--- src/inc/counter_array_pkg.sv ---
// Purpose: Shared constants for the counter array compare, PWM and watchdog block
// Assumes: Registers reached over classic Wishbone, 32-bit data, byte addresses
// Notes:   Each register occupies one aligned word; unused upper bits read zero
package counter_array_pkg;

  // ===========================================================================
  // Geometry
  localparam int NUM_MODULES = 5;
  localparam int WD_MODULE   = 4;
  localparam int ADDR_WIDTH  = 8;

  // ===========================================================================
  // Register byte offsets
  localparam logic [7:0] CTRL_OFFSET    = 8'h00;
  localparam logic [7:0] CONFIG_OFFSET  = 8'h04;
  localparam logic [7:0] COUNT_OFFSET   = 8'h08;
  localparam logic [7:0] MODE_BASE      = 8'h10;
  localparam logic [7:0] COMPARE_BASE   = 8'h30;
  localparam logic [7:0] REG_STRIDE     = 8'h04;

  // ===========================================================================
  // Field positions
  localparam int CTRL_OVF_BIT     = 7;
  localparam int CTRL_RUN_BIT     = 6;
  localparam int CONFIG_WD_EN_BIT  = 6;
  localparam int MODE_CMP_EN_BIT   = 6;
  localparam int MODE_MATCH_EN_BIT = 3;
  localparam int MODE_TOGGLE_BIT   = 2;
  localparam int MODE_PWM_BIT      = 1;
  localparam int MODE_FLAG_IRQ_BIT = 0;
  localparam logic [7:0] MODE_WRITE_MASK = 8'h7F;

  // ===========================================================================
  // Values after reset and fixed codes
  localparam logic [7:0]  BYTE_RESET     = 8'h00;
  localparam logic [15:0] COUNT_RESET    = 16'h0000;
  localparam logic [15:0] COUNT_TOP      = 16'hFFFF;
  localparam logic [7:0]  LOW_BYTE_WRAP  = 8'h00;
  localparam logic [31:0] READ_UNMAPPED  = 32'h0000_0000;

  // ===========================================================================
  // Register selection
  typedef enum logic [2:0] {
    REG_CTRL    = 3'b000,
    REG_CONFIG  = 3'b001,
    REG_COUNT   = 3'b010,
    REG_MODE    = 3'b011,
    REG_COMPARE = 3'b100,
    REG_NONE    = 3'b101
  } reg_sel_t;

endpackage

--- src/rtl/counter_array_compare.sv ---
// Purpose: Counter array with five compare modules, PWM and module 4 watchdog
// Assumes: Classic Wishbone slave, byte address, one register per aligned word
// Notes:   Watchdog reset clears this block for one cycle and is output only
//
// Design decisions made here: the address map and register access over Wishbone.
`timescale 1ns/10ps
module counter_array_compare (
  input  wire logic        clk_sys,           // System clock, 250 MHz
  input  wire logic        reset_n,           // Asynchronous reset, active low
  input  wire logic        wb_cyc_i,          // Wishbone cycle
  input  wire logic        wb_stb_i,          // Wishbone strobe
  input  wire logic        wb_we_i,           // Wishbone write enable
  input  wire logic [7:0]  wb_adr_i,          // Wishbone byte address
  input  wire logic [3:0]  wb_sel_i,          // Wishbone byte lanes
  input  wire logic [31:0] wb_dat_i,          // Wishbone write data
  output logic      [31:0] wb_dat_o,          // Wishbone read data
  output logic             wb_ack_o,          // Wishbone acknowledge
  output logic      [4:0]  moduleComparePin,  // Compare or PWM pin per module
  output logic             wdInternalReset,   // Watchdog internal reset pulse
  output logic             moduleIrqRequest   // Any enabled event flag set
);

  localparam int N = counter_array_pkg::NUM_MODULES;

  logic [15:0] counter;
  logic        counterStepped;
  logic        counterRun;
  logic        overflowFlag;
  logic [4:0]  moduleEventFlag;
  logic        watchdogEnable;
  logic [7:0]  modeReg [N];
  logic [15:0] compareValue [N];
  logic [4:0]  match;
  logic [4:0]  flagEnable;
  logic [4:0]  irqEnable;
  logic [4:0]  pinFlop;
  logic        busWrite;
  logic        busRequest;
  logic        countWrite;
  logic        watchdogFire;
  counter_array_pkg::reg_sel_t sel;
  logic [2:0]  selIndex;
  logic [31:0] next_readData;

  // ===========================================================================
  // Address decode
  function automatic counter_array_pkg::reg_sel_t decodeSel(input logic [7:0] adr);
    counter_array_pkg::reg_sel_t s;
    s = counter_array_pkg::REG_NONE;
    if (adr == counter_array_pkg::CTRL_OFFSET) begin
      s = counter_array_pkg::REG_CTRL;
    end else if (adr == counter_array_pkg::CONFIG_OFFSET) begin
      s = counter_array_pkg::REG_CONFIG;
    end else if (adr == counter_array_pkg::COUNT_OFFSET) begin
      s = counter_array_pkg::REG_COUNT;
    end else if (adr >= counter_array_pkg::MODE_BASE && adr[1:0] == 2'b00
                 && adr < counter_array_pkg::MODE_BASE + 8'(N * 4)) begin
      s = counter_array_pkg::REG_MODE;
    end else if (adr >= counter_array_pkg::COMPARE_BASE && adr[1:0] == 2'b00
                 && adr < counter_array_pkg::COMPARE_BASE + 8'(N * 4)) begin
      s = counter_array_pkg::REG_COMPARE;
    end
    return s;
  endfunction

  function automatic logic [2:0] decodeIndex(input logic [7:0] adr, input logic [7:0] base);
    logic [7:0] d;
    d = adr - base;
    return d[4:2];
  endfunction

  assign sel        = decodeSel(wb_adr_i);
  assign selIndex   = (sel == counter_array_pkg::REG_MODE)
                    ? decodeIndex(wb_adr_i, counter_array_pkg::MODE_BASE)
                    : decodeIndex(wb_adr_i, counter_array_pkg::COMPARE_BASE);
  assign busRequest = wb_cyc_i & wb_stb_i;
  // A write lands on the edge where the master sees ack
  assign busWrite   = busRequest & wb_we_i & wb_ack_o;
  assign countWrite = busWrite && sel == counter_array_pkg::REG_COUNT && (wb_sel_i[1:0] != 2'b00);

  // ===========================================================================
  // Wishbone answer: ack one cycle after the request, dropped the next cycle
  always_ff @(posedge clk_sys or negedge reset_n) begin
    if (!reset_n) begin
      wb_ack_o <= 1'b0;
    end else begin
      wb_ack_o <= busRequest & ~wb_ack_o;
    end
  end

  always_comb begin
    next_readData = counter_array_pkg::READ_UNMAPPED;
    unique case (sel)
      counter_array_pkg::REG_CTRL: begin
        next_readData[counter_array_pkg::CTRL_OVF_BIT] = overflowFlag;
        next_readData[counter_array_pkg::CTRL_RUN_BIT] = counterRun;
        next_readData[4:0] = moduleEventFlag;
      end
      counter_array_pkg::REG_CONFIG: begin
        next_readData[counter_array_pkg::CONFIG_WD_EN_BIT] = watchdogEnable;
      end
      counter_array_pkg::REG_COUNT: begin
        next_readData[15:0] = counter;
      end
      counter_array_pkg::REG_MODE: begin
        next_readData[7:0] = modeReg[selIndex];
      end
      counter_array_pkg::REG_COMPARE: begin
        next_readData[15:0] = compareValue[selIndex];
      end
      counter_array_pkg::REG_NONE: begin
        next_readData = counter_array_pkg::READ_UNMAPPED;
      end
    endcase
  end

  always_ff @(posedge clk_sys or negedge reset_n) begin
    if (!reset_n) begin
      wb_dat_o <= counter_array_pkg::READ_UNMAPPED;
    end else if (busRequest && !wb_ack_o) begin
      wb_dat_o <= next_readData;
    end
  end

  // ===========================================================================
  // Shared counter: single time base for every module
  always_ff @(posedge clk_sys or negedge reset_n) begin
    if (!reset_n) begin
      counter        <= counter_array_pkg::COUNT_RESET;
      counterStepped <= 1'b0;
    end else if (wdInternalReset) begin
      counter        <= counter_array_pkg::COUNT_RESET;
      counterStepped <= 1'b0;
    end else if (countWrite) begin
      // Rewriting the count moves the base for all modules
      if (wb_sel_i[0]) begin
        counter[7:0] <= wb_dat_i[7:0];
      end
      if (wb_sel_i[1]) begin
        counter[15:8] <= wb_dat_i[15:8];
      end
      counterStepped <= 1'b0;
    end else begin
      counter        <= counterRun ? counter + 16'h0001 : counter;
      counterStepped <= counterRun;
    end
  end

  // ===========================================================================
  // Control register: run bit, overflow and module event flags
  always_ff @(posedge clk_sys or negedge reset_n) begin
    if (!reset_n) begin
      counterRun      <= 1'b0;
      overflowFlag    <= 1'b0;
      moduleEventFlag <= 5'h00;
    end else if (wdInternalReset) begin
      counterRun      <= 1'b0;
      overflowFlag    <= 1'b0;
      moduleEventFlag <= 5'h00;
    end else begin
      if (busWrite && sel == counter_array_pkg::REG_CTRL && wb_sel_i[0]) begin
        counterRun <= wb_dat_i[counter_array_pkg::CTRL_RUN_BIT];
      end
      // Hardware set wins over a software clear in the same cycle
      overflowFlag <= ((busWrite && sel == counter_array_pkg::REG_CTRL && wb_sel_i[0])
                       ? wb_dat_i[counter_array_pkg::CTRL_OVF_BIT] : overflowFlag)
                    | (counterRun && !countWrite && counter == counter_array_pkg::COUNT_TOP);
      moduleEventFlag <= ((busWrite && sel == counter_array_pkg::REG_CTRL && wb_sel_i[0])
                          ? wb_dat_i[4:0] : moduleEventFlag)
                       | (match & flagEnable);
    end
  end

  // ===========================================================================
  // Configuration register: watchdog enable
  always_ff @(posedge clk_sys or negedge reset_n) begin
    if (!reset_n) begin
      watchdogEnable <= 1'b0;
    end else if (wdInternalReset) begin
      watchdogEnable <= 1'b0;
    end else if (busWrite && sel == counter_array_pkg::REG_CONFIG && wb_sel_i[0]) begin
      watchdogEnable <= wb_dat_i[counter_array_pkg::CONFIG_WD_EN_BIT];
    end
  end

  // ===========================================================================
  // Modules
  genvar g;
  generate
    for (g = 0; g < N; g++) begin : gModule
      always_ff @(posedge clk_sys or negedge reset_n) begin
        if (!reset_n) begin
          modeReg[g] <= counter_array_pkg::BYTE_RESET;
        end else if (wdInternalReset) begin
          modeReg[g] <= counter_array_pkg::BYTE_RESET;
        end else if (busWrite && sel == counter_array_pkg::REG_MODE && selIndex == 3'(g) && wb_sel_i[0]) begin
          modeReg[g] <= wb_dat_i[7:0] & counter_array_pkg::MODE_WRITE_MASK;
        end
      end

      assign flagEnable[g] = modeReg[g][counter_array_pkg::MODE_MATCH_EN_BIT]
                           & modeReg[g][counter_array_pkg::MODE_CMP_EN_BIT];
      assign irqEnable[g]  = modeReg[g][counter_array_pkg::MODE_FLAG_IRQ_BIT];

      // Every module sees the same counter, so PWM periods are equal
      compare_module uModule (
        .clk_sys        (clk_sys),
        .reset_n        (reset_n),
        .clear          (wdInternalReset),
        .counter        (counter),
        .counterStepped (counterStepped),
        .mode           (modeReg[g]),
        .wrLow          (busWrite && sel == counter_array_pkg::REG_COMPARE && selIndex == 3'(g) && wb_sel_i[0]),
        .wrHigh         (busWrite && sel == counter_array_pkg::REG_COMPARE && selIndex == 3'(g) && wb_sel_i[1]),
        .wrData         (wb_dat_i[15:0]),
        .compareValue   (compareValue[g]),
        .matchHit       (match[g]),
        .pin            (pinFlop[g])
      );
    end
  endgenerate

  assign moduleComparePin = pinFlop;

  // ===========================================================================
  // Watchdog on module 4 only; its other modes still run in parallel
  assign watchdogFire = watchdogEnable && match[counter_array_pkg::WD_MODULE];

  // Internal reset only; nothing here drives the external reset pin
  always_ff @(posedge clk_sys or negedge reset_n) begin
    if (!reset_n) begin
      wdInternalReset <= 1'b0;
    end else begin
      wdInternalReset <= watchdogFire & ~wdInternalReset;
    end
  end

  always_ff @(posedge clk_sys or negedge reset_n) begin
    if (!reset_n) begin
      moduleIrqRequest <= 1'b0;
    end else begin
      moduleIrqRequest <= |(moduleEventFlag & irqEnable);
    end
  end
endmodule

--- src/rtl/compare_module.sv ---
// Purpose: One compare module: compare register, high-speed toggle and 8-bit PWM
// Assumes: Counter and its step pulse come from the shared counter in the parent
// Notes:   Pin is a flop; clear is the watchdog's internal reset, synchronous
`timescale 1ns/10ps
module compare_module (
  input  wire logic        clk_sys,       // System clock
  input  wire logic        reset_n,       // Asynchronous reset, active low
  input  wire logic        clear,         // Synchronous return to reset values
  input  wire logic [15:0] counter,       // Shared counter value
  input  wire logic        counterStepped,// Counter took a new count last edge
  input  wire logic [7:0]  mode,          // Module mode register
  input  wire logic        wrLow,         // Write compare low byte
  input  wire logic        wrHigh,        // Write compare high byte
  input  wire logic [15:0] wrData,        // Write data, high and low byte
  output logic      [15:0] compareValue,  // Compare register readback
  output logic             matchHit,      // Counter equals compare this cycle
  output logic             pin            // Module compare pin
);

  logic [7:0] compareLow;
  logic [7:0] compareHigh;
  logic       hsoMode;
  logic       pwmMode;
  logic       lowWrap;

  // ===========================================================================
  // Mode decode
  assign hsoMode = mode[counter_array_pkg::MODE_TOGGLE_BIT] & mode[counter_array_pkg::MODE_MATCH_EN_BIT]
                 & mode[counter_array_pkg::MODE_CMP_EN_BIT];
  assign pwmMode = mode[counter_array_pkg::MODE_PWM_BIT] & mode[counter_array_pkg::MODE_CMP_EN_BIT];
  // Only a fresh count may match, so a stopped counter cannot retrigger
  assign matchHit = counterStepped && (counter == {compareHigh, compareLow});
  assign lowWrap  = counterStepped && (counter[7:0] == counter_array_pkg::LOW_BYTE_WRAP);
  assign compareValue = {compareHigh, compareLow};

  // ===========================================================================
  // Compare register
  always_ff @(posedge clk_sys or negedge reset_n) begin
    if (!reset_n) begin
      compareLow <= counter_array_pkg::BYTE_RESET;
    end else if (clear) begin
      compareLow <= counter_array_pkg::BYTE_RESET;
    end else if (wrLow) begin
      compareLow <= wrData[7:0];
    end else if (pwmMode && lowWrap) begin
      compareLow <= compareHigh;
    end
  end

  always_ff @(posedge clk_sys or negedge reset_n) begin
    if (!reset_n) begin
      compareHigh <= counter_array_pkg::BYTE_RESET;
    end else if (clear) begin
      compareHigh <= counter_array_pkg::BYTE_RESET;
    end else if (wrHigh) begin
      compareHigh <= wrData[15:8];
    end
  end

  // ===========================================================================
  // Pin: PWM takes precedence over the toggle path when both modes are enabled
  always_ff @(posedge clk_sys or negedge reset_n) begin
    if (!reset_n) begin
      pin <= 1'b0;
    end else if (clear) begin
      pin <= 1'b0;
    end else if (pwmMode) begin
      pin <= (counter[7:0] >= compareLow);
    end else if (hsoMode && matchHit) begin
      pin <= ~pin;
    end
  end
endmodule

--- config.mk ---
export PLATFORM = sky130hd
export DESIGN_NAME = counter_array_compare
export DESIGN_NICKNAME = d
export VERILOG_FILES = /design/src/inc/counter_array_pkg.sv /design/src/rtl/counter_array_compare.sv /design/src/rtl/compare_module.sv
export SDC_FILE = /design/constraint.sdc
export NUM_CORES = 1
export LEC_CHECK = 0
export BUFFER_PORTS_ARGS = -buffer_cell sky130_fd_sc_hd__buf_2
export CORE_MARGIN = 2
export CORE_UTILIZATION = 55
export CTS_CLUSTER_DIAMETER = 50
export DETAILED_ROUTE_END_ITERATION = 7
export GPL_ROUTABILITY_DRIVEN = 0
export PLACE_DENSITY = 0.76
export SYNTH_ARGS = -nofsm -noshare
export SYNTH_HDL_FRONTEND = slang
export SYNTH_SLANG_ARGS = --single-unit
--- constraint.sdc ---
create_clock -name clk_sys -period 3.7 [get_ports clk_sys]
set_clock_uncertainty 0.05 [all_clocks]
set_input_delay 0.74 -clock clk_sys [delete_from_list [all_inputs] [get_ports clk_sys]]
set_output_delay 0.74 -clock clk_sys [all_outputs]
set_load 0.01 [all_outputs]
Yosys cells after proc, flatten, opt, wreduce, memory -nomap -nowiden
Cells that the tools add are included.
Storage, ports and cells
  register bits: 169
  input bits: 49
  output and inout bits: 40
  logic and storage cells: 273
Cells by class
  add/subtract/negate cells: 3
  order comparisons: 10
  equality and inequality tests: 19
  mux-type cells: 82
  bitwise logic cells: 37
  reductions and logical operators: 91
Operator list (count)
  8-bit 2-to-1 mux: 39
  16-bit equality test: 5
  16-bit 2-to-1 mux: 5
  1-bit logical AND: 57
  16-bit binary-select mux with 3-bit select: 1
  8-bit greater-or-equal comparator: 5
  3-bit nonzero test: 11
  2-bit nonzero test: 13
  1-bit AND: 25
  8-bit binary-select mux with 3-bit select: 1
  1-bit 2-to-1 mux: 24
  5-bit case mux with 4 select lines: 1
  16-bit by 1-bit adder with 16-bit output, second input constant: 1
  16-bit equality test, second input constant: 1
  8-bit logical NOT: 2
  8-bit case mux with 2 select lines: 1
  3-bit 2-to-1 mux: 5
  3-bit by 2-bit equality test with 1-bit output, second input constant: 4
  5-bit AND: 2
  5-bit 2-to-1 mux: 2
  5-bit subtractor, second input constant: 2
  3-bit equality test, second input constant: 3
  8-bit by 3-bit equality test with 1-bit output, second input constant: 1
  8-bit by 4-bit equality test with 1-bit output, second input constant: 1
  other kinds (19): 30

Logic depth before layout (Yosys ltp)
  word-level depth: 16
  mapped depth: 9
  mapped depth without buffers: 7

By module
From an unflattened synthesis, not the netlist that was laid out.
Unflattened totals
  cell total of the unflattened synthesis: 1170
  area, all modules: 11033.1 um2
Modules (own cells, without submodules)
  compare_module: instances 5, cells an instance 113, area each 1143.6 um2
  counter_array_compare: instances 1, cells an instance 605, area each 5315.1 um2

Worst setup path before layout
OpenSTA, ideal clock, no wires.
  kind: input port to flip-flop
  start point: input wb_adr_i[6]
  end point: register moduleEventFlag[2]
  setup time: 0.119 ns
  arrival: 2.590 ns
  data required time: 3.531 ns
  setup slack: 0.941 ns
  stages: 7
  path buffers: 2
  path through: or4_1 -> buf_6 -> nor3_2 -> and3_1 -> buf_2 -> mux2_2 -> o21a_1
Between the ends
  cells in the longest elaborated chain, start to end: 14
Ends and longest elaborated chain
  start, declared: line counter_array_compare.sv:13  | input wire logic [7:0] wb_adr_i,
  8-bit by 6-bit greater-or-equal comparator with 1-bit output: line counter_array_compare.sv:59  | end else if (adr >= counter_array_pkg::COMPARE_BASE && adr[1:0] == 2'b00
  1-bit logical AND: line counter_array_compare.sv:59
  1-bit logical AND: line counter_array_compare.sv:60  | && adr < counter_array_pkg::COMPARE_BASE + 8'(N * 4)) begin
  1-bit 2-to-1 mux: line counter_array_compare.sv:59
  3-bit 2-to-1 mux: line counter_array_compare.sv:56  | end else if (adr >= counter_array_pkg::MODE_BASE && adr[1:0] == 2'b00
  3-bit 2-to-1 mux: line counter_array_compare.sv:54  | end else if (adr == counter_array_pkg::COUNT_OFFSET) begin
  3-bit 2-to-1 mux: line counter_array_compare.sv:52  | end else if (adr == counter_array_pkg::CONFIG_OFFSET) begin
  3-bit 2-to-1 mux (*): line counter_array_compare.sv:50  | if (adr == counter_array_pkg::CTRL_OFFSET) begin
  3-bit logical NOT (*): line counter_array_compare.sv:168  | moduleEventFlag <= ((busWrite && sel == counter_array_pkg::REG_CTRL && wb_sel_i[0])
  1-bit logical AND (*) (2 in a row): line counter_array_compare.sv:168
  5-bit 2-to-1 mux (*): line counter_array_compare.sv:169  | ? wb_dat_i[4:0] : moduleEventFlag)
  5-bit OR (*): line counter_array_compare.sv:170  | | (match & flagEnable);
  5-bit 2-to-1 mux (*): line counter_array_compare.sv:156  | end else if (wdInternalReset) begin
  end signal, assigned: line counter_array_compare.sv:168
  end, declared: line counter_array_compare.sv:29  | logic [4:0] moduleEventFlag;
Every way passes the cells marked *; elsewhere a longest branch is shown, timed or not.
A chain may end at the register's enable or synchronous reset.

Worst setup path after layout
  start point: register counter[0]
  end point: register gModule[2].uModule.compareLow[2]
Between the ends
  cells in the longest elaborated chain, start to end: 4
Ends and longest elaborated chain
  start, declared: line counter_array_compare.sv:25  | logic [15:0] counter;
  start signal, assigned: line counter_array_compare.sv:129  | counter <= counter_array_pkg::COUNT_RESET;
  start signal, assigned: line counter_array_compare.sv:132  | counter <= counter_array_pkg::COUNT_RESET;
  start signal, assigned: line counter_array_compare.sv:137  | counter[7:0] <= wb_dat_i[7:0];
  8-bit logical NOT: line compare_module.sv:33  | assign lowWrap = counterStepped && (counter[7:0] == counter_array_pkg::LOW_BYTE_WRAP);
  1-bit logical AND: line compare_module.sv:33
  1-bit logical AND: line compare_module.sv:45  | end else if (pwmMode && lowWrap) begin
  3-bit nonzero test (no line)
  end signal, assigned: line compare_module.sv:40  | compareLow <= counter_array_pkg::BYTE_RESET;
  end signal, assigned: line compare_module.sv:44  | compareLow <= wrData[7:0];
  end signal, assigned: line compare_module.sv:46  | compareLow <= compareHigh;
  end, declared: line compare_module.sv:20  | logic [7:0] compareLow;
No other way between the ends.

==> flow_summary.json <==
{
  "port-buffer-count": 54,
  "finalWirelength_mm": 34.1,
  "clk_pin_slew_ps": 70,
  "grt_overflow_total": 0,
  "peakVddDrop_mv": 0.304,
  "clock-root-buffer": "clkbuf_16",
  "std_cell_rows": 50,
  "multiInputGateArea_um2": 5810,
  "die_w_um": 142,
  "detail-route-antenna-nets": 0,
  "synthTopCellsByCount": "164 x dfrtp_1, 103 x nor2_1, 74 x mux2i_1",
  "crit_chain": "inv_1 -> ha_1 -> nor4b_1 -> and2_1 -> nand2_1 -> nor3_1 -> a221o_1",
  "netlist.area_leader.share_pct": 39.3,
  "arrival_ps": 3500,
  "crit_slowest_cell": "nor3_1",
  "cts_resized": 0,
  "first_pass_iters": 7,
  "worst_pin_slew_ps": 958,
  "rsz0062_at_grt": "false",
  "worstReg2RegEnd": "gModule[2].uModule.compareLow[2]",
  "yosysUniqueCellTypes": 76,
  "drive_above_1_share_pct": 17.6,
  "yosys.area.top_type": "dfrtp_1",
  "syn_avg_cell_area_um2": 9.69,
  "reg2reg_depth": 7,
  "io_pins": 89,
  "n_fill_cell": 1571,
  "ys_top_cells_by_area": "dfrtp_1 39%, mux2i_1 7.1%, mux2_2 5.8%",
  "finalSetupViolCount": 0,
  "dr_total_vias": 9362,
  "reg2reg_from": "counter[0]",
  "power_density_nw_per_um2": 338,
  "cts_tree": "built",
  "synth_cells": 1079,
  "cts_sinks": 164,
  "drt_iter0_drc": 1344,
  "synth.most_common_cell": "dfrtp_1",
  "finalCriticalPeriod_ps": 3180,
  "worst_slew_margin_rel_pct": 35.6,
  "hold_class": "primary input to async pin",
  "antenna_found_initial": 1,
  "critPathCapture": "gModule[2].uModule.compareLow[2]",
  "die_area_um2": 20100,
  "ys_seq_elements": 164,
  "path_class": "flop to flop",
  "post-route-drc-count": 0,
  "cp_max_fo": 8,
  "dp_hpwl_mm": 24.7,
  "fp.coreArea_um2": 18700,
  "slew_violations": 0,
  "cts_made_buffers": 17,
  "syn2layout_area_growth_pct": 10.1,
  "yosysSeqAreaShare_pct": 39.3,
  "critPathLaunchType": "flop",
  "clk_path_buf_depth": 2,
  "status": "finished clean",
  "setup_tns_ps": 0,
  "viasPerCell": 6.87,
  "slowest_delay_ps": 850,
  "startpoint": "counter[0]",
  "rrSetupSlack_ps": 520,
  "grt_pass1_wl_mm": 52.2,
  "hold_buffers": 0,
  "cp-end-kind": "flop",
  "grt_use_total_pct": 34.6,
  "start_util_pct": 55.9,
  "p_leak_uw": 0.00521,
  "grt_max_degree": 83,
  "hold_violations": 0,
  "ff_latch_area_um2": 4110,
  "cts_setup_buffers": 0,
  "htreeDepth": 4,
  "clk_latency_ps": 440,
  "synth_edf_count": 0,
  "critPathRequiredTime_ps": 4020,
  "max_clock_freq_mhz": 315,
  "fin_crit_sh_pct": 85.9,
  "drv_cap": 0,
  "synth-async-reset-ratio_pct": 100,
  "ys.warnings.count": 0,
  "grt_pass1_vias": 8907,
  "wire_per_inst_um": 25.0,
  "die_y_um": 142,
  "synth_area_um2": 10500,
  "fin_nets": 1205,
  "synthFlopType": "dfrtp_1",
  "holdWs_ps": 301
}
## placed cells by master, fill, tap and decap left out, types with 7 or more instances in the layout
cell type	n
nor4_1	9
o211ai_1	9
buf_4	26
nand3_1	29
dfrtp_1	163
a22oi_1	12
xnor2_1	35
mux2i_1	74
nor2_1	103
conb_1	16
nand4_1	17
and2_1	13
inv_1	50
xor2_1	8
o21ai_0	54
a221o_1	38
and3_1	8
a211oi_1	7
a21o_1	9
mux2_2	54
clkbuf_16	17
nor2b_1	18
nand2_1	65
a21oi_1	41
nor3_1	12
buf_2	53
ha_1	42
## logic make-up (layout without fill, tap and decap cells)
group | Yosys count | count (layout) | synth area share, %
and+or+nand+nor | 326 | 326 | 16.3
AOI/OAI and AO/OA | 240 | 240 | 16.7
DFF | 164 | 164 | 39.3
buffers and inverters | 133 | 166 | 5.70
muxes | 130 | 130 | 13.3
xor gates and xnor gates | 43 | 43 | 3.60
adders and majority gates | 42 | 42 | 5.03
other | 1 | 17 | 0.0359
## report_power, final
part	switching (µW)	internal [µW]	leakage, µW	total [µW]
sequential	13.5	1810	0.00222	1820
clock	814	986	0.000285	1800
combinational	194	77.9	0.00271	272
## metal layers
| layer | vias up | part of all wire (%) | GRT usage [%] |
|---|---|---|---|
| li1 | 4007 | - | - |
| met1 | 4501 | 39 | 46.4 |
| met2 | 686 | 43 | 50.8 |
| met3 | 168 | 13 | 9.92 |
| met4 | 0 | 5.9 | 18.8 |
| met5 | - | 0 | 0 |
## worst min path at each step
stage	from	end	slack, ps	cells past startpoint
after floorplan	reset_n	counterRun	390	0
after global placement	wb_dat_o[10]	wb_dat_o[10]	410	2
after CTS	reset_n	modeReg[5]	340	1
after detailed placement	wb_dat_o[1]	wb_dat_o[1]	420	2
after global routing	reset_n	modeReg[5]	360	1
final	reset_n	modeReg[5]	300	1
## flip-flops by register name (all words and copies together) (netlist names)
register	cells
wdInternalReset	1
counterRun	1
gModule.uModule.pin	5
gModule.uModule.compareHigh	40
irqEnable	5
counterStepped	1
moduleIrqRequest	1
wb_ack_o	1
overflowFlag	1
wb_dat_o	16
counter	16
gModule.uModule.compareLow	40
moduleEventFlag	5
watchdogEnable	1
modeReg	30
## per-stage QoR
stage | worst slack, ps | std cells | util [%] | total power, µW | area (µm²)
after floorplan | 941 | 1094 | - | 2000 | 10500
after global routing | 469 | 1361 | 61.5 | 3990 | 11500
after CTS | 631 | 1361 | 61.5 | 3890 | 11500
final | 520 | 1362 | 61.5 | 3890 | 11500
after detailed placement | 480 | 1329 | 58.3 | 2120 | 10900
after global placement | 549 | 1329 | 58.3 | 2110 | 10900
## worst max-delay path, delay by kind of cell, from the launching register on
family	cells	cell delay (ps)
adders and majority gates	1	220
AOI/OAI and AO/OA	1	280
buffers and inverters	1	330
and+or+nand+nor	4	1760
DFF	1	470
## cell type report
class | count | area share (%)
Tap cell | 234 | 2.54
Antenna cell | 1 | 0.0217
Sequential cell | 164 | 35.7
Multi-Input combinational cell | 797 | 50.5
Inverter | 52 | 1.70
Clock inverter | 13 | 1.24
Clock buffer | 19 | 3.93
Timing Repair Buffer | 82 | 4.45
No activity file was read; power rests on OpenSTA's default activity.
